<file path="config.mk">
export PLATFORM = sky130hd
export DESIGN_NAME = dppc_power_ctl
export DESIGN_NICKNAME = d
export VERILOG_FILES = /design/src/common/dppc_pkg.sv /design/src/rtl/dppc_port_pin.sv /design/src/rtl/dppc_power_ctl.sv
export VERILOG_INCLUDE_DIRS = /design/src /design/src/common
export SDC_FILE = /design/constraint.sdc
export NUM_CORES = 1
export LEC_CHECK = 0
export ABC_AREA = 1
export BUFFER_PORTS_ARGS = -buffer_cell sky130_fd_sc_hd__buf_4
export CORE_AREA = 10 10 69 71
export DETAILED_ROUTE_END_ITERATION = 8
export DIE_AREA = 0 0 79 81
export HOLD_SLACK_MARGIN = 0.1
export PLACE_DENSITY = 0.75
export SYNTH_ARGS = -nofsm -noshare
export SYNTH_HDL_FRONTEND = slang
export SYNTH_SLANG_ARGS = --single-unit
</file>
<file path="constraint.sdc">
create_clock -name clk_i -period 1.65 [get_ports clk_i]
set_input_delay 0.165 -clock clk_i [delete_from_list [all_inputs] [get_ports clk_i]]
set_output_delay 0.165 -clock clk_i [all_outputs]
set_load 0.02 [all_outputs]
</file>
<file path="src/common/dppc_params.svh">
// Timing constants and reset values for the downstream port power control block.
// Assumes a single 40 MHz hub core clock; every count is derived from it.
`ifndef DPPC_PARAMS_SVH
`define DPPC_PARAMS_SVH

// Core clock period in nanoseconds.
`define DPPC_CLK_PERIOD_NS 25
// Time allowed for the pulled-up pin to rise before it is watched, in ns.
`define DPPC_SETTLE_NS 1000
// Least time a low level must persist to count as overcurrent, in ns.
`define DPPC_FILTER_NS 100
// Least times round up to whole cycles.
`define DPPC_SETTLE_CYC ((`DPPC_SETTLE_NS + `DPPC_CLK_PERIOD_NS - 1) / `DPPC_CLK_PERIOD_NS)
`define DPPC_FILTER_CYC ((`DPPC_FILTER_NS + `DPPC_CLK_PERIOD_NS - 1) / `DPPC_CLK_PERIOD_NS)
// Number of managed downstream ports (ports 3 and 4).
`define DPPC_NPORTS 2
// Index of port 3 in the per-port arrays.
`define DPPC_PORT3_IDX 0
// Index of port 4 in the per-port arrays.
`define DPPC_PORT4_IDX 1
// Reset value of the pin output enable (low means driving).
`define DPPC_OE_N_RST 1'b0
// Reset value of the internal pull-up enable.
`define DPPC_PU_RST 1'b0

`endif

</file>
<file path="src/common/dppc_pkg.sv">
// Types shared by the downstream port power control design.
// Assumes nothing of its surroundings.
package dppc_pkg;

   // Life cycle of one power-control pin.
   typedef enum logic [1:0] {
      DPPC_DRIVE_LOW = 2'b00,  // Port off: pin is an output held low.
      DPPC_SETTLE    = 2'b01,  // Pin released, pull-up still charging.
      DPPC_MONITOR   = 2'b10   // Pin released and watched for overcurrent.
   } dppc_pin_state_t;

endpackage : dppc_pkg

</file>
<file path="src/rtl/dppc_port_pin.sv">
// One power-enable / overcurrent-sense pin of a downstream port.
// Assumes the pin input is synchronous to clk_i and a pad resolves oe_n and pu.
`timescale 1ns/100ps
`include "dppc_params.svh"

module dppc_port_pin #(
   parameter int SETTLE_CYC = `DPPC_SETTLE_CYC,  // Cycles before the pin is watched.
   parameter int FILTER_CYC = `DPPC_FILTER_CYC   // Consecutive low cycles for overcurrent.
) (
   input  wire logic clk_i,       // Core clock.
   input  wire logic rstn_i,      // Synchronous reset, active low.
   input  wire logic enable_i,    // Port enabled by configuration and host.
   input  wire logic pin_i,       // Sampled pin level.
   input  wire logic oc_ack_i,    // Acknowledge of the overcurrent flag.
   output logic      pin_o,       // Value driven when the pin is an output.
   output logic      pin_oe_n_o,  // Low while the pin is driven.
   output logic      pin_pu_o,    // Internal pull-up enable.
   output logic      powered_o,   // Pin currently grants power.
   output logic      oc_flag_o    // Latched overcurrent indication.
);

   localparam int CW = $clog2(SETTLE_CYC + FILTER_CYC + 1);

   dppc_pkg::dppc_pin_state_t state;     // Pin life-cycle state.
   logic [CW-1:0]             settle_cnt; // Cycles spent settling.
   logic [CW-1:0]             low_cnt;    // Consecutive low samples.
   logic                      watch;      // Pin is watched and low this cycle.
   logic                      oc_hit;     // Overcurrent seen this cycle.

   assign watch  = (state == dppc_pkg::DPPC_MONITOR) && enable_i && !pin_i;
   assign oc_hit = watch && (low_cnt == CW'(FILTER_CYC - 1));

   ////////////////////////////////////////////////////////////////////////
   // Pin direction: released with pull-up while enabled, else driven low.
   always_ff @(posedge clk_i) begin
      if (!rstn_i) begin
         pin_oe_n_o <= `DPPC_OE_N_RST;
         pin_pu_o   <= `DPPC_PU_RST;
         pin_o      <= 1'b0;
         powered_o  <= 1'b0;
      end else begin
         pin_oe_n_o <= enable_i;
         pin_pu_o   <= enable_i;
         pin_o      <= 1'b0;
         powered_o  <= enable_i;
      end
   end

   ////////////////////////////////////////////////////////////////////////
   // State machine. The settle phase keeps the slow pull-up rise from
   // being mistaken for an overcurrent low right after release.
   always_ff @(posedge clk_i) begin
      if (!rstn_i) begin
         state      <= dppc_pkg::DPPC_DRIVE_LOW;
         settle_cnt <= '0;
      end else begin
         case (state)
            dppc_pkg::DPPC_DRIVE_LOW: begin
               settle_cnt <= '0;
               if (enable_i) begin
                  state <= dppc_pkg::DPPC_SETTLE;
               end
            end
            dppc_pkg::DPPC_SETTLE: begin
               settle_cnt <= settle_cnt + CW'(1);
               if (!enable_i) begin
                  state <= dppc_pkg::DPPC_DRIVE_LOW;
               end else if (settle_cnt == CW'(SETTLE_CYC - 1)) begin
                  state <= dppc_pkg::DPPC_MONITOR;
               end
            end
            dppc_pkg::DPPC_MONITOR: begin
               if (!enable_i) begin
                  state <= dppc_pkg::DPPC_DRIVE_LOW;
               end
            end
            default: begin
               state <= dppc_pkg::DPPC_DRIVE_LOW;
            end
         endcase
      end
   end

   ////////////////////////////////////////////////////////////////////////
   // Glitch filter on the low level, then a sticky flag; set beats ack.
   always_ff @(posedge clk_i) begin
      if (!rstn_i) begin
         low_cnt   <= '0;
         oc_flag_o <= 1'b0;
      end else begin
         low_cnt <= (watch && !oc_hit) ? low_cnt + CW'(1) : '0;
         if (oc_hit) begin
            oc_flag_o <= 1'b1;
         end else if (oc_ack_i) begin
            oc_flag_o <= 1'b0;
         end
      end
   end
endmodule : dppc_port_pin

</file>
<file path="src/rtl/dppc_power_ctl.sv">
// Downstream power control for hub ports 3 and 4 and the split port 3.
// Assumes hub control logic supplies enables and acks on the core clock.
//
// How it works
// - Enabled port: pin input with pull-up.
// - Enabled port: low pin means overcurrent.
// - Disabled port: pin output driven low.
// - Split off: pin powers both halves.
// - Split on: port 3 SuperSpeed enable follows its request.
`timescale 1ns/100ps
`include "dppc_params.svh"

module dppc_power_ctl #(
   parameter int SETTLE_CYC = `DPPC_SETTLE_CYC,  // Pull-up settle cycles.
   parameter int FILTER_CYC = `DPPC_FILTER_CYC   // Overcurrent filter cycles.
) (
   input  wire logic clk_i,                        // Core clock, 40 MHz.
   input  wire logic rstn_i,                       // Synchronous reset, active low.
   input  wire logic cfg_port3_en_i,               // Port 3 enabled by configuration.
   input  wire logic cfg_port4_en_i,               // Port 4 enabled by configuration.
   input  wire logic host_port3_power_i,           // Host has powered port 3.
   input  wire logic host_port4_power_i,           // Host has powered port 4.
   input  wire logic split_port_mode_i,            // Port 3 halves run separately.
   input  wire logic port3_ss_req_i,               // Power request for port 3 SS half.
   input  wire logic port3_oc_ack_i,               // Clears the port 3 flag.
   input  wire logic port4_oc_ack_i,               // Clears the port 4 flag.
   input  wire logic port3_power_ctl_i,            // Port 3 pin level.
   output logic      port3_power_ctl_o,            // Port 3 pin drive value.
   output logic      port3_power_ctl_oe_n_o,       // Port 3 pin drive, low active.
   output logic      port3_power_ctl_pu_o,         // Port 3 pull-up enable.
   input  wire logic port4_power_ctl_i,            // Port 4 pin level.
   output logic      port4_power_ctl_o,            // Port 4 pin drive value.
   output logic      port4_power_ctl_oe_n_o,       // Port 4 pin drive, low active.
   output logic      port4_power_ctl_pu_o,         // Port 4 pull-up enable.
   output logic      port3_superspeed_power_en_o,  // Port 3 SS half power, high active.
   output logic      port3_usb2_powered_o,         // Port 3 USB 2.0 half has power.
   output logic      port3_ss_powered_o,           // Port 3 SS half has power.
   output logic      port4_usb2_powered_o,         // Port 4 USB 2.0 half has power.
   output logic      port4_ss_powered_o,           // Port 4 SS half has power.
   output logic      port3_oc_flag_o,              // Port 3 overcurrent latched.
   output logic      port4_oc_flag_o               // Port 4 overcurrent latched.
);

   localparam int NP = `DPPC_NPORTS;
   localparam int P3 = `DPPC_PORT3_IDX;
   localparam int P4 = `DPPC_PORT4_IDX;

   ////////////////////////////////////////////////////////////////////////
   // Elaboration checks: counters need at least one cycle each.
   if (SETTLE_CYC < 1 || FILTER_CYC < 1) begin : g_bad_param
      $error("SETTLE_CYC and FILTER_CYC must be at least one.");
   end

   ////////////////////////////////////////////////////////////////////////
   // Per-port views of the scalar ports, so one loop serves both pins.
   // The ports stay separate scalars outside, so board wiring reads
   // naturally; the vectors only exist to feed the generate loop.
   logic [NP-1:0] port_en;   // Configuration and host both allow power.
   logic [NP-1:0] pin_in;    // Sampled pin levels.
   logic [NP-1:0] oc_ack;    // Flag acknowledges.
   logic [NP-1:0] pin_out;   // Pin drive values.
   logic [NP-1:0] pin_oe_n;  // Pin drive enables, low active.
   logic [NP-1:0] pin_pu;    // Pull-up enables.
   logic [NP-1:0] powered;   // Pin grants power.
   logic [NP-1:0] oc_flag;   // Latched overcurrent flags.

   // Either configuration or the host may switch a port off.
   assign port_en[P3] = cfg_port3_en_i & host_port3_power_i;
   assign port_en[P4] = cfg_port4_en_i & host_port4_power_i;
   assign pin_in[P3]  = port3_power_ctl_i;
   assign pin_in[P4]  = port4_power_ctl_i;
   assign oc_ack[P3]  = port3_oc_ack_i;
   assign oc_ack[P4]  = port4_oc_ack_i;

   ////////////////////////////////////////////////////////////////////////
   // One pin controller per port.
   for (genvar p = 0; p < NP; p++) begin : g_port
      dppc_port_pin #(
         .SETTLE_CYC (SETTLE_CYC),
         .FILTER_CYC (FILTER_CYC)
      ) u_pin (
         .clk_i      (clk_i),
         .rstn_i     (rstn_i),
         .enable_i   (port_en[p]),
         .pin_i      (pin_in[p]),
         .oc_ack_i   (oc_ack[p]),
         .pin_o      (pin_out[p]),
         .pin_oe_n_o (pin_oe_n[p]),
         .pin_pu_o   (pin_pu[p]),
         .powered_o  (powered[p]),
         .oc_flag_o  (oc_flag[p])
      );

   end

   assign port3_power_ctl_o      = pin_out[P3];
   assign port3_power_ctl_oe_n_o = pin_oe_n[P3];
   assign port3_power_ctl_pu_o   = pin_pu[P3];
   assign port4_power_ctl_o      = pin_out[P4];
   assign port4_power_ctl_oe_n_o = pin_oe_n[P4];
   assign port4_power_ctl_pu_o   = pin_pu[P4];
   assign port3_usb2_powered_o   = powered[P3];
   assign port4_usb2_powered_o   = powered[P4];
   assign port3_oc_flag_o        = oc_flag[P3];
   assign port4_oc_flag_o        = oc_flag[P4];

   ////////////////////////////////////////////////////////////////////////
   // SuperSpeed half of port 3. In split mode the pin covers only the
   // USB 2.0 half and the dedicated enable powers the SuperSpeed half.
   // That enable is meant for an embedded device only; it has no
   // overcurrent sense, so a user-reachable connector would be unguarded.
   always_ff @(posedge clk_i) begin
      if (!rstn_i) begin
         port3_superspeed_power_en_o <= 1'b0;
         port3_ss_powered_o          <= 1'b0;
      end else if (split_port_mode_i) begin
         port3_superspeed_power_en_o <= port3_ss_req_i;
         port3_ss_powered_o          <= port3_ss_req_i;
      end else begin
         port3_superspeed_power_en_o <= 1'b0;
         port3_ss_powered_o          <= port_en[P3];
      end
   end

   ////////////////////////////////////////////////////////////////////////
   // Port 4 has no split option: its pin always powers both halves.
   always_ff @(posedge clk_i) begin
      if (!rstn_i) begin
         port4_ss_powered_o <= 1'b0;
      end else begin
         port4_ss_powered_o <= port_en[P4];
      end
   end
endmodule : dppc_power_ctl

</file>
==> impl_results.rst, run 1 <==
.. list-table::
   :header-rows: 1

   * - Metric
     - Value
   * - Status
     - completed
   * - Buffer levels on the longest clock path
     - 2
   * - Max-cap violations
     - 0
   * - Share of synthesized area occupied by flip-flops and latches
     - 46.5%
   * - Sequential share of power
     - 62.7%
   * - Hold Fails Final Rpt
     - 0
   * - Total negative slack
     - 0 ns
   * - Number of placed cells counting well taps
     - 255
   * - Non-filler cells, final
     - 266
   * - Wire per inst
     - approximately 10 um
   * - DRC violations left
     - 0
   * - Total Wirelength
     - 2650 um
   * - Origin of the critical flop-to-flop path
     - g_port[1].u_pin.low_cnt[0]
   * - Global-route wire length before repair
     - 4690 um
   * - Number of CTS-inserted buffers
     - 5
   * - Later-pin clock latency in the skew report
     - 0.32 ns
   * - Antenna fix cells
     - 0
   * - Peak ir drop on the vdd network
     - 0.316 mV
   * - Netlist Area Pre-Place
     - 1460 um^2
   * - Die Ht
     - 81 um
   * - Number of antenna violations at the first check in global routing
     - 0
   * - Launch instance of the worst min-delay path
     - rstn_i
   * - Worst Setup SP
     - g_port[1].u_pin.low_cnt[0]
   * - Port bufs
     - 22
   * - Floorplan Core Area
     - 3520 um^2
   * - Upper clock frequency limit
     - 911 MHz
   * - Maximum level of the CTS H-tree
     - 2
   * - Switching share of total power
     - between 20 and 25%
   * - Total global-route track usage
     - 8.95%
   * - Commonest cells after routing, fill and taps aside
     - nor2_1, dfxtp_1, nand2_1
   * - Vias post-DR
     - 1215
   * - Leakage power of the design
     - ~0.00066 uW
   * - Max FO, Critical Path
     - 6
   * - Kind of path behind the tightest hold check
     - in -> reg
   * - Async S/R FF share, synth
     - 0%
   * - Commonest register cell after synthesis
     - dfxtp_1
   * - Sink count of the clock tree
     - 34
   * - Clk root buf
     - clkbuf_4
   * - Clk pin slew, worst setup/hold paths
     - 0.09 ns
   * - Final setup fails
     - 0
   * - Final-layout fill cell count
     - 362
   * - RSZ-0062 raised after global routing
     - false
   * - Standard-cell rows
     - 22
   * - HPWL Detailed
     - approximately 2000 um
   * - Cells after synthesis
     - roughly 190
   * - Maximum number of pins on one net before global-route repair
     - 10
   * - Final net count
     - ~230
   * - Internal Power
     - approximately 1000 uW
   * - Detail Route Antenna Nets
     - 0
   * - Most common cell after layout, fill and taps aside
     - nor2_1
   * - Kind of critical path
     - reg -> reg
   * - Die W
     - between 70 and 80 um
   * - Area grow syn2layout
     - 17.9%
   * - Pwr Total
     - 1330 uW
   * - Power per cell area
     - a little under 800 nW/um^2
   * - Share of power burned in the clock network
     - a little under a third
   * - Top-level port count
     - 25
   * - Die Outline Area
     - 6400 um^2
   * - Ratio of cells with drive above 1 in the final layout
     - 17.9%
   * - Endpoint type of the worst setup path
     - flop
   * - Number of storage elements in the synthesis netlist
     - 34
   * - Switching power summed over all nets
     - roughly 300 uW
   * - Vias in the first global route
     - 1173
   * - Detailed Routing Iterations Pass 1
     - 4
   * - Count of distinct cell types in the synthesized netlist
     - 25
   * - Flop2flop setup slack
     - 0.55 ns
   * - GPL Wtd Cong
     - 0.819
   * - Total gr overflow
     - 0
   * - Detail-routed via count per cell
     - 4.57
   * - Hold Slack
     - 0.143 ns
   * - Minimum clock period
     - 1.10 ns
   * - CTS tree
     - done
   * - Post-Syn Area per Cell
     - 7.66 um^2
   * - Number of flops mapped to enable cells by yosys
     - 0
   * - Combinational share of power
     - 6.5%
   * - Max-slew violation count
     - 0
   * - Worst endpoint data arrival time
     - about 1.3 ns
   * - Maximum clock skew at final layout
     - 0.00462 ns
   * - Warning count from the yosys run
     - 0
   * - Critical path startpoint category
     - flop
   * - Critical Path RT
     - between 1.5 and 2 ns
   * - Starting density of the core
     - 41.5%
   * - DRC marker count from the first detailed-route iteration
     - 83
   * - Fin crit share
     - 66.5%
## stage by stage
step | util, % | setup slack, ns | area, um^2
after global routing | 49.0 | 0.389 | 1730
after CTS | 49.0 | 0.548 | 1730
after global placement | 46.6 | 0.585 | 1640
after floorplan | - | 0.634 | 1470
after detailed placement | 46.6 | 0.562 | 1640
final | 49.0 | 0.553 | 1730
## routing by layer
metal / wire length (um) / up-vias / track usage [%]
li1: - / 648 / -
met1: 1220 / 542 / 9.04
met2: 1300 / 21 / 15.6
met3: 120 / 4 / 3.64
met4: 12 / 0 / 4.84
met5: 0 / - / 0
## state kept, by name, indices dropped and copies added (netlist names)
signal	count
g_port.u_pin.low_cnt	12
g_port.u_pin.settle_cnt	12
g_port.u_pin.state	4
g_port.u_pin.oc_flag_o	2
g_port.u_pin.pin_oe_n_o	2
port3_ss_powered_o	1
port3_superspeed_power_en_o	1
## Yosys cell counts, types with 2 or more instances
| cell type | n | area, um^2 |
|---|---|---|
| dfxtp_1 | 34 | 681 |
| nor3_1 | 2 | 10.0 |
| nor2_2 | 3 | 18.8 |
| inv_1 | 17 | 63.8 |
| a21oi_1 | 9 | 45.0 |
| o21ai_0 | 3 | 15.0 |
| nor2_1 | 38 | 143 |
| xor2_1 | 3 | 26.3 |
| xnor2_1 | 3 | 26.3 |
| nand2_1 | 33 | 124 |
| nand2_2 | 2 | 12.5 |
| nand3b_1 | 2 | 15.0 |
| buf_4 | 7 | 52.6 |
| ha_1 | 4 | 50.1 |
| nand3_1 | 17 | 85.1 |
| inv_2 | 3 | 11.3 |
| a21oi_2 | 2 | 17.5 |
| a211oi_1 | 2 | 15.0 |
## final cells by class
class,count,area [um^2],area share (%)
tap,48,60.1,3.48
timing repair buffer,26,205,11.9
inverter,20,75.1,4.35
clock buffer,7,45.0,2.61
sequential,34,681,39.4
multi-input combinational,131,659,38.2
## repair_timing
item | CTS | global route
gates resized for setup | 0 | 0
buffers inserted | 0 | 0
hold endpoints to repair | 4 | 0
hold buffers | 4 | 0
## path summary, 6_finish.rpt
path | endpoint | cells after the start
worst max register to register | g_port[1].u_pin.low_cnt[4] | 6
worst max-delay path | g_port[1].u_pin.low_cnt[4] | 6
worst min register to register | g_port[0].u_pin.state[0] | 1
worst min-delay path | g_port[1].u_pin.oc_flag_o | 3
## critical path, stage by stage, from the launching register on
cell,delay (ns)
dfxtp_1,0.36
ha_1,0.21
nand2_1,0.06
nor2_1,0.11
nand2_1,0.07
nand2_2,0.13
nor2_1,0.06
## kinds of logic (layout without fill, tap and decap cells)
family | Yosys count | in the layout | share of synthesized area [%]
AOI/OAI and AO/OA | 18 | 18 | 7.26
xor gates and xnor gates | 6 | 6 | 3.59
adders and majority gates | 4 | 4 | 3.42
buffers and inverters | 27 | 53 | 8.72
DFF | 34 | 34 | 46.5
other | 1 | 2 | 0.256
and+or+nand+nor | 101 | 101 | 30.3
## power by group through the flow
stage,combinational [uW],clock [uW],sequential (uW)
2_1_floorplan,42.0,0,860
3_3_place_gp,79.4,0,855
3_5_place_dp,80.2,0,855
4_1_cts,87.9,435,836
5_1_grt,93.9,470,838
6_report,86.6,411,836
Note: power is estimated with default switching activity, not from simulation.
==> run 2: changes to the inputs <==
--- a/config.mk
+++ b/config.mk
@@ -12,7 +12,7 @@
 export DETAILED_ROUTE_END_ITERATION = 8
 export DIE_AREA = 0 0 79 81
 export HOLD_SLACK_MARGIN = 0.1
-export PLACE_DENSITY = 0.75
+export PLACE_DENSITY = 0.77
 export SYNTH_ARGS = -nofsm -noshare
 export SYNTH_HDL_FRONTEND = slang
 export SYNTH_SLANG_ARGS = --single-unit
==> constraint.sdc (replaced) <==
create_clock -name clk_i -period 0.9 [get_ports clk_i]
set_input_delay 0.09 -clock clk_i [delete_from_list [all_inputs] [get_ports clk_i]]
set_output_delay 0.09 -clock clk_i [all_outputs]
set_load 0.02 [all_outputs]
==> impl_results.rst, run 2 (same netlist as run 1, synthesis figures left out) <==
.. list-table::
   :header-rows: 1

   * - Metric
     - Value
   * - Buffer levels on the longest clock path
     - 2 (unchanged)
   * - Clk root buf
     - clkbuf_4
   * - Floorplan Core Area
     - 3520 um^2 (unchanged)
   * - Power per cell area
     - 1110 nW/um^2 (+43%)
   * - Total Wirelength
     - 3760 um (+42%)
   * - Setup WS post-layout
     - -0.115 ns (-0.668 ns)
   * - GPL Wtd Cong
     - 0.788 (-3.8%)
   * - Failing checks
     - setup timing
   * - Detail-routed via count per cell
     - 4.75 (+4.0%)
   * - CTS tree
     - done
   * - Later-pin clock latency in the skew report
     - 0.34 ns (+0.02 ns)
   * - Area grow syn2layout
     - 63.4%
   * - Number of CTS-inserted buffers
     - 5 (unchanged)
   * - HPWL Detailed
     - 2160 um (+6.1%)
   * - Number of antenna violations at the first check in global routing
     - 0 (unchanged)
   * - Wire length on met2
     - 2000 um (+55%)
   * - Most common cell after layout, fill and taps aside
     - buf_4
   * - Maximum level of the CTS H-tree
     - 2 (unchanged)
   * - Hold Fails Final Rpt
     - 0 (unchanged)
   * - Upper clock frequency limit
     - 985 MHz (+8.1%)
   * - Critical Path RT
     - 1.17 ns (-0.70 ns)
   * - Leakage power of the design
     - 0.000833 uW (+26%)
   * - Status
     - finished, violations left
   * - Minimum clock period
     - 1.02 ns (-0.0820 ns)
   * - Wire per inst
     - 12.9 um (+29%)
   * - Final setup fails
     - 35 (+35)
   * - Max-slew violation count
     - 0 (unchanged)
   * - DRC violations left
     - 0 (unchanged)
   * - Final net count
     - 259 (+11%)
   * - Total placed instance area
     - 1780 um^2 (+8.7%)
   * - Antenna fix cells
     - 0 (unchanged)
   * - Final-layout fill cell count
     - 282 (-22%)
   * - Wire length the detailed router placed on met1
     - 1490 um (+21%)
   * - DRC marker count from the first detailed-route iteration
     - 94 (+13%)
   * - Pwr Total
     - 2650 uW (+98%)
   * - Fin crit share
     - 113% (+46 points)
   * - Maximum clock skew at final layout
     - 0.0131 ns (+0.00846 ns)
   * - Vias in the first global route
     - 1257 (+7.2%)
   * - Total global-route track usage
     - 10.7% (+1.8 points)
   * - Top-level port count
     - 25 (unchanged)
   * - Worst endpoint data arrival time
     - 1.29 ns (-0.03 ns)
   * - Detailed Routing Iterations Pass 1
     - 4 (unchanged)
   * - Clk pin slew, worst setup/hold paths
     - 0.11 ns (+0.02 ns)
   * - Die Outline Area
     - 6400 um^2 (unchanged)
   * - Max-cap violations
     - 0 (unchanged)
   * - Kind of critical path
     - reg -> reg
   * - Max FO, Critical Path
     - 3 (-3)
   * - Port bufs
     - 22 (unchanged)
   * - Critical path startpoint category
     - flop
   * - Hold buffers post-CTS
     - 8 (+4)
   * - Core Util, Final
     - 67.9% (+19 points)
   * - Number of placed cells counting well taps
     - 265 (+3.9%)
   * - Cell area after layout
     - 2390 um^2 (+39%)
   * - RSZ-0062 raised after global routing
     - true
   * - Commonest cells after routing, fill and taps aside
     - buf_4, nand2_1, nor2_1
   * - Non-filler cells, final
     - 292 (+9.8%)
   * - Amount of wire on met3 after detailed routing
     - 217 um (+81%)
   * - Detail Route Antenna Nets
     - 0 (unchanged)
   * - Vias post-DR
     - 1387 (+14%)
   * - Total negative slack
     - -1.53 ns (-1.53 ns)
   * - Standard-cell rows
     - 22 (unchanged)
   * - Sink count of the clock tree
     - 34 (unchanged)
   * - Largest regs
     - g_port.u_pin.low_cnt: 12 flops, g_port.u_pin.settle_cnt: 12 flops, g_port.u_pin.state: 4 flops
   * - Total gr overflow
     - 0 (unchanged)
   * - Uppermost layer routed
     - met4
   * - Kind of path behind the tightest hold check
     - in -> reg
   * - Die Ht
     - 81 um (unchanged)
   * - Starting density of the core
     - 41.5% (unchanged)
   * - Ratio of cells with drive above 1 in the final layout
     - 54.5% (+37 points)
   * - Peak ir drop on the vdd network
     - 0.805 mV (+150%)
   * - Maximum number of pins on one net before global-route repair
     - 12 (+2)
   * - Die W
     - 79 um (unchanged)
   * - Global-route wire length before repair
     - 5460 um (+16%)
   * - Endpoint type of the worst setup path
     - flop
-- run 2: cell count changes in the layout (fill, tap and decap cells not counted), moves of 5 or more --
| cell | previous run | this run |
|---|---|---|
| dfxtp_2 | 0 | 11 |
| buf_4 | 22 | 31 |
| nand2_1 | 33 | 28 |
| nor2_1 | 38 | 23 |
| dfxtp_1 | 34 | 13 |
| buf_6 | 0 | 12 |
| dfxtp_4 | 0 | 10 |
| nand3_1 | 17 | 4 |
| nand3_2 | 1 | 7 |
| nor2_4 | 1 | 10 |
| nor2_2 | 3 | 9 |
| nand3_4 | 0 | 7 |
-- run 2: cell type report --
cell class,instances,area [um^2],share of cell area (%)
well taps,48,60.1,2.51
multi-input cells,131,998,41.7
clock inverters,2,12.5,0.523
inverters,20,87.6,3.66
repair buffers,51,450,18.8
flip-flops and latches,34,732,30.6
clock buffers,6,51.3,2.14
-- run 2: worst paths after layout --
kind                                                     from                         end  slack, ns  cells past startpoint
worst max-delay path            g_port[0].u_pin.settle_cnt[1]    g_port[0].u_pin.state[1]      -0.12                      5
worst min-delay path                           cfg_port3_en_i  g_port[0].u_pin.pin_oe_n_o       0.07                      3
worst max register to register  g_port[0].u_pin.settle_cnt[1]    g_port[0].u_pin.state[1]      -0.12                      5
worst min register to register     g_port[0].u_pin.low_cnt[0]  g_port[0].u_pin.low_cnt[0]       0.45                      1
-- run 2: critical path, stage by stage, from the launching register on --
cell	delay [ns]
dfxtp_4	0.39
ha_4	0.17
nand3_4	0.09
nor2_4	0.13
nand2_2	0.05
a21oi_1	0.11
-- run 2: layer usage --
metal / vias to the layer above / GRT usage [%]
li1: 705 / -
met1: 639 / 11.0
met2: 36 / 18.7
met3: 7 / 4.86
met4: 0 / 4.30
met5: - / 0
-- run 2: what timing repair did --
action,4_1_cts,5_1_grt
resized for setup,54,52
hold endpoints to repair,8,1
endpoints found under the setup margin,39,40
buffers inserted,6,5
pin swaps,16,24
-- run 2: report_power, final --
group	internal [uW]	leakage [uW]	switching, uW
clock network	375	0.0000343	525
registers	1500	0.000288	19.5
logic	124	0.000511	106
-- run 2: metrics by stage --
stage	hold WS, ns	worst slack [ns]
after CTS	0.0744	-0.125
after global placement	0.296	-0.0951
final	0.0738	-0.115
after global routing	0.0685	-0.180
after floorplan	0.195	-0.0563
after detailed placement	0.293	-0.134
==> run 3: changes to the inputs <==
--- a/config.mk
+++ b/config.mk
@@ -8,11 +8,12 @@
 export LEC_CHECK = 0
 export ABC_AREA = 1
 export BUFFER_PORTS_ARGS = -buffer_cell sky130_fd_sc_hd__buf_4
-export CORE_AREA = 10 10 69 71
+export CORE_AREA = 10 10 66 68
 export DETAILED_ROUTE_END_ITERATION = 8
-export DIE_AREA = 0 0 79 81
+export DIE_AREA = 0 0 76 78
+export GPL_TIMING_DRIVEN = 0
 export HOLD_SLACK_MARGIN = 0.1
-export PLACE_DENSITY = 0.77
+export PLACE_DENSITY = 0.83
 export SYNTH_ARGS = -nofsm -noshare
 export SYNTH_HDL_FRONTEND = slang
 export SYNTH_SLANG_ARGS = --single-unit
==> impl_results.rst, run 3 (same netlist as run 1, synthesis figures left out) <==
.. list-table::
   :header-rows: 1

   * - Metric
     - Value
   * - DRC violations left
     - 0 (unchanged)
   * - Largest regs
     - g_port.u_pin.low_cnt: 12 flops, g_port.u_pin.settle_cnt: 12 flops, g_port.u_pin.state: 4 flops
   * - Sink count of the clock tree
     - 34 (unchanged)
   * - Floorplan Core Area
     - 3180 um^2 (-9.8%)
   * - DRC marker count from the first detailed-route iteration
     - 115 (+22%)
   * - Hold Slack
     - 0.0554 ns (-0.0183 ns)
   * - Most frequent cell on the critical path
     - nor2_4
   * - Final setup fails
     - 39 (+11%)
   * - Internal Power
     - 2210 uW (+11%)
   * - Standard-cell rows
     - 21 (-4.5%)
   * - Total gr overflow
     - 0 (unchanged)
   * - Status
     - finished, violations left
   * - Origin of the critical flop-to-flop path
     - g_port[1].u_pin.state[1]
   * - Antenna fix cells
     - 0 (unchanged)
   * - Maximum number of pins on one net before global-route repair
     - 13 (+1)
   * - CTS tree
     - done
   * - Upper clock frequency limit
     - 921 MHz (-6.5%)
   * - Area grow syn2layout
     - 69.1%
   * - Endpoint type of the worst setup path
     - flop
   * - Peak ir drop on the vdd network
     - 1.11 mV (+38%)
   * - Switching power summed over all nets
     - 709 uW (+9.0%)
   * - Kind of path behind the tightest hold check
     - in -> reg
   * - Minimum clock period
     - 1.09 ns (+0.0706 ns)
   * - Library cell contributing the largest single delay on the critical path
     - dfxtp_4
   * - Clk root buf
     - clkbuf_4
   * - Ratio of cells with drive above 1 in the final layout
     - 58.9% (+4.4 points)
   * - Die W
     - 76 um (-3.8%)
   * - Failing checks
     - setup timing
   * - Number of antenna violations at the first check in global routing
     - 0 (unchanged)
   * - Global-route wire length before repair
     - 5530 um (+1.1%)
   * - Launch instance of the worst min-delay path
     - cfg_port3_en_i
   * - Total negative slack
     - -3.53 ns (-2.00 ns)
   * - Starting density of the core
     - 46.0% (+4.5 points)
   * - Kind of cell adding the most delay to the critical path
     - simple AND/OR/NAND/NOR gates
   * - HPWL Detailed
     - 2090 um (-3.0%)
   * - Most common cell after layout, fill and taps aside
     - buf_4
   * - Commonest cells after routing, fill and taps aside
     - buf_4, nand2_1, nor2_1
   * - Final-layout fill cell count
     - 155 (-45%)
   * - Top-level port count
     - 25 (unchanged)
   * - Detail-routed via count per cell
     - 5.12 (+7.7%)
   * - Max-slew violation count
     - 0 (unchanged)
   * - RSZ-0062 raised after global routing
     - true
   * - Hold buffers post-CTS
     - 7 (-1)
   * - Cell chain of the critical path
     - inv_8 > nor2_4 > nand2_2 > nor2_4 > nand2_4 > nor2_1
   * - Fin crit share
     - 121% (+7.8 points)
   * - Leakage power of the design
     - 0.000871 uW (+4.6%)
   * - Setup WS post-layout
     - -0.186 ns (-0.0706 ns)
   * - Later-pin clock latency in the skew report
     - 0.35 ns (about the same)
   * - Sequential share of power
     - 51.7% (-5.6 points)
   * - GPL Wtd Cong
     - 0.755 (-4.1%)
   * - Share of power burned in the clock network
     - 39.5% (+5.5 points)
   * - Worst Reg2Reg Path Length in Cells
     - 6 (+1)
   * - Worst endpoint data arrival time
     - 1.37 ns (+0.08 ns)
   * - Total global-route track usage
     - 11.2% (+0.49 points)
   * - Wire per inst
     - 16.7 um (+30%)
   * - Detailed Routing Iterations Pass 1
     - 4 (unchanged)
   * - Maximum level of the CTS H-tree
     - 2 (unchanged)
   * - Kind of critical path
     - reg -> reg
   * - Worst flop-to-flop path endpoint
     - g_port[1].u_pin.low_cnt[4]
   * - Critical path startpoint category
     - flop
   * - Combinational share of power
     - 8.8% (about the same)
   * - Max FO, Critical Path
     - 6 (+3)
   * - Critical Path RT
     - 1.18 ns (about the same)
   * - Detail Route Antenna Nets
     - 0 (unchanged)
   * - Die Outline Area
     - 5930 um^2 (-7.4%)
   * - Vias in the first global route
     - 1345 (+7.0%)
   * - Die Ht
     - 78 um (-3.7%)
   * - Crit-path max cell delay
     - 0.42 ns (+0.03 ns)
   * - Clk pin slew, worst setup/hold paths
     - 0.12 ns (about the same)
   * - Power per cell area
     - 1180 nW/um^2 (+6.6%)
   * - Number of CTS-inserted buffers
     - 5 (unchanged)
   * - Flop2flop setup slack
     - -0.19 ns (-0.07 ns)
   * - Maximum clock skew at final layout
     - 0.00939 ns (-0.00368 ns)
   * - Bufs and invs on worst path
     - 1 (+1)
   * - Buffer levels on the longest clock path
     - 2 (unchanged)
   * - Final net count
     - 261 (+0.77%)
   * - Hold Fails Final Rpt
     - 0 (unchanged)
   * - Hold depth
     - 3 (unchanged)
   * - Port bufs
     - 22 (unchanged)
   * - Worst Hold Path EP
     - g_port[0].u_pin.pin_oe_n_o
   * - Switching share of total power
     - 24.3% (-0.29 points)
   * - Total Wirelength
     - 4890 um (+30%)
   * - Pwr Total
     - 2920 uW (+10%)
   * - Max-cap violations
     - 0 (unchanged)
   * - Vias post-DR
     - 1494 (+7.7%)
==> run 3: final cells by class <==
cell class	instances	area (um^2)	share of cell area, %
multi-input combinational	131	1020	41.1
sequential	34	744	30.1
timing repair buffer	46	413	16.7
inverter	20	90.1	3.64
buffer	7	71.3	2.88
tap	46	57.6	2.33
clock inverter	3	45.0	1.82
clock buffer	5	37.5	1.52
==> run 3: power groups by stage <==
stage          Clock (uW)  Sequential [uW]  Combinational (uW)
4_1_cts              1160             1530                 206
3_5_place_dp            0             1570                 165
2_1_floorplan           0             1580                78.0
5_1_grt              1210             1510                 273
3_3_place_gp            0             1570                 164
6_report             1150             1510                 258
==> run 3: worst register-to-register path, stage by stage (launching register included) <==
cell and delay [ns]:
dfxtp_4 0.42, inv_8 0.06, nor2_4 0.10, nand2_2 0.07
nor2_4 0.15, nand2_4 0.10, nor2_1 0.13
==> run 3: routing by layer <==
layer  up-vias  share of wire (%)  track usage (%)
met5         -                  0                0
met4         0                5.9             5.49
met3        24                5.7             3.80
met2        75                 51             20.3
met1       690                 37             11.3
li1        705                  -                -
==> run 3: worst max-delay path by stage <==
stage / start / endpoint / slack (ns) / depth (start not counted)
after floorplan: g_port[1].u_pin.low_cnt[1] / g_port[1].u_pin.low_cnt[0] / -0.06 / 6
after global placement: g_port[1].u_pin.state[1] / g_port[1].u_pin.low_cnt[5] / -0.13 / 6
after detailed placement: g_port[1].u_pin.state[1] / g_port[1].u_pin.low_cnt[5] / -0.16 / 6
after CTS: g_port[1].u_pin.pin_oe_n_o / port4_ss_powered_o / -0.14 / 2
after global routing: g_port[1].u_pin.state[1] / g_port[1].u_pin.low_cnt[4] / -0.22 / 6
final: g_port[1].u_pin.state[1] / g_port[1].u_pin.low_cnt[4] / -0.19 / 6
==> run 3: timing repair <==
action | CTS | global route
pin swaps | 13 | 24
endpoints found under the hold margin | 9 | 1
gates resized for setup | 57 | 68
setup endpoints to repair | 39 | 43
setup buffers | 5 | 13
==> run 3: stage by stage <==
stage               instance area, um^2  setup slack (ns)  cells  util [%]
finish                             2470            -0.186    292      77.8
global route                       2470            -0.221    292      77.8
CTS                                2130            -0.141    280      66.9
detailed placement                 1760            -0.161    260      55.3
global placement                   1760            -0.130    260      55.3
floorplan                          1540           -0.0563    192         -
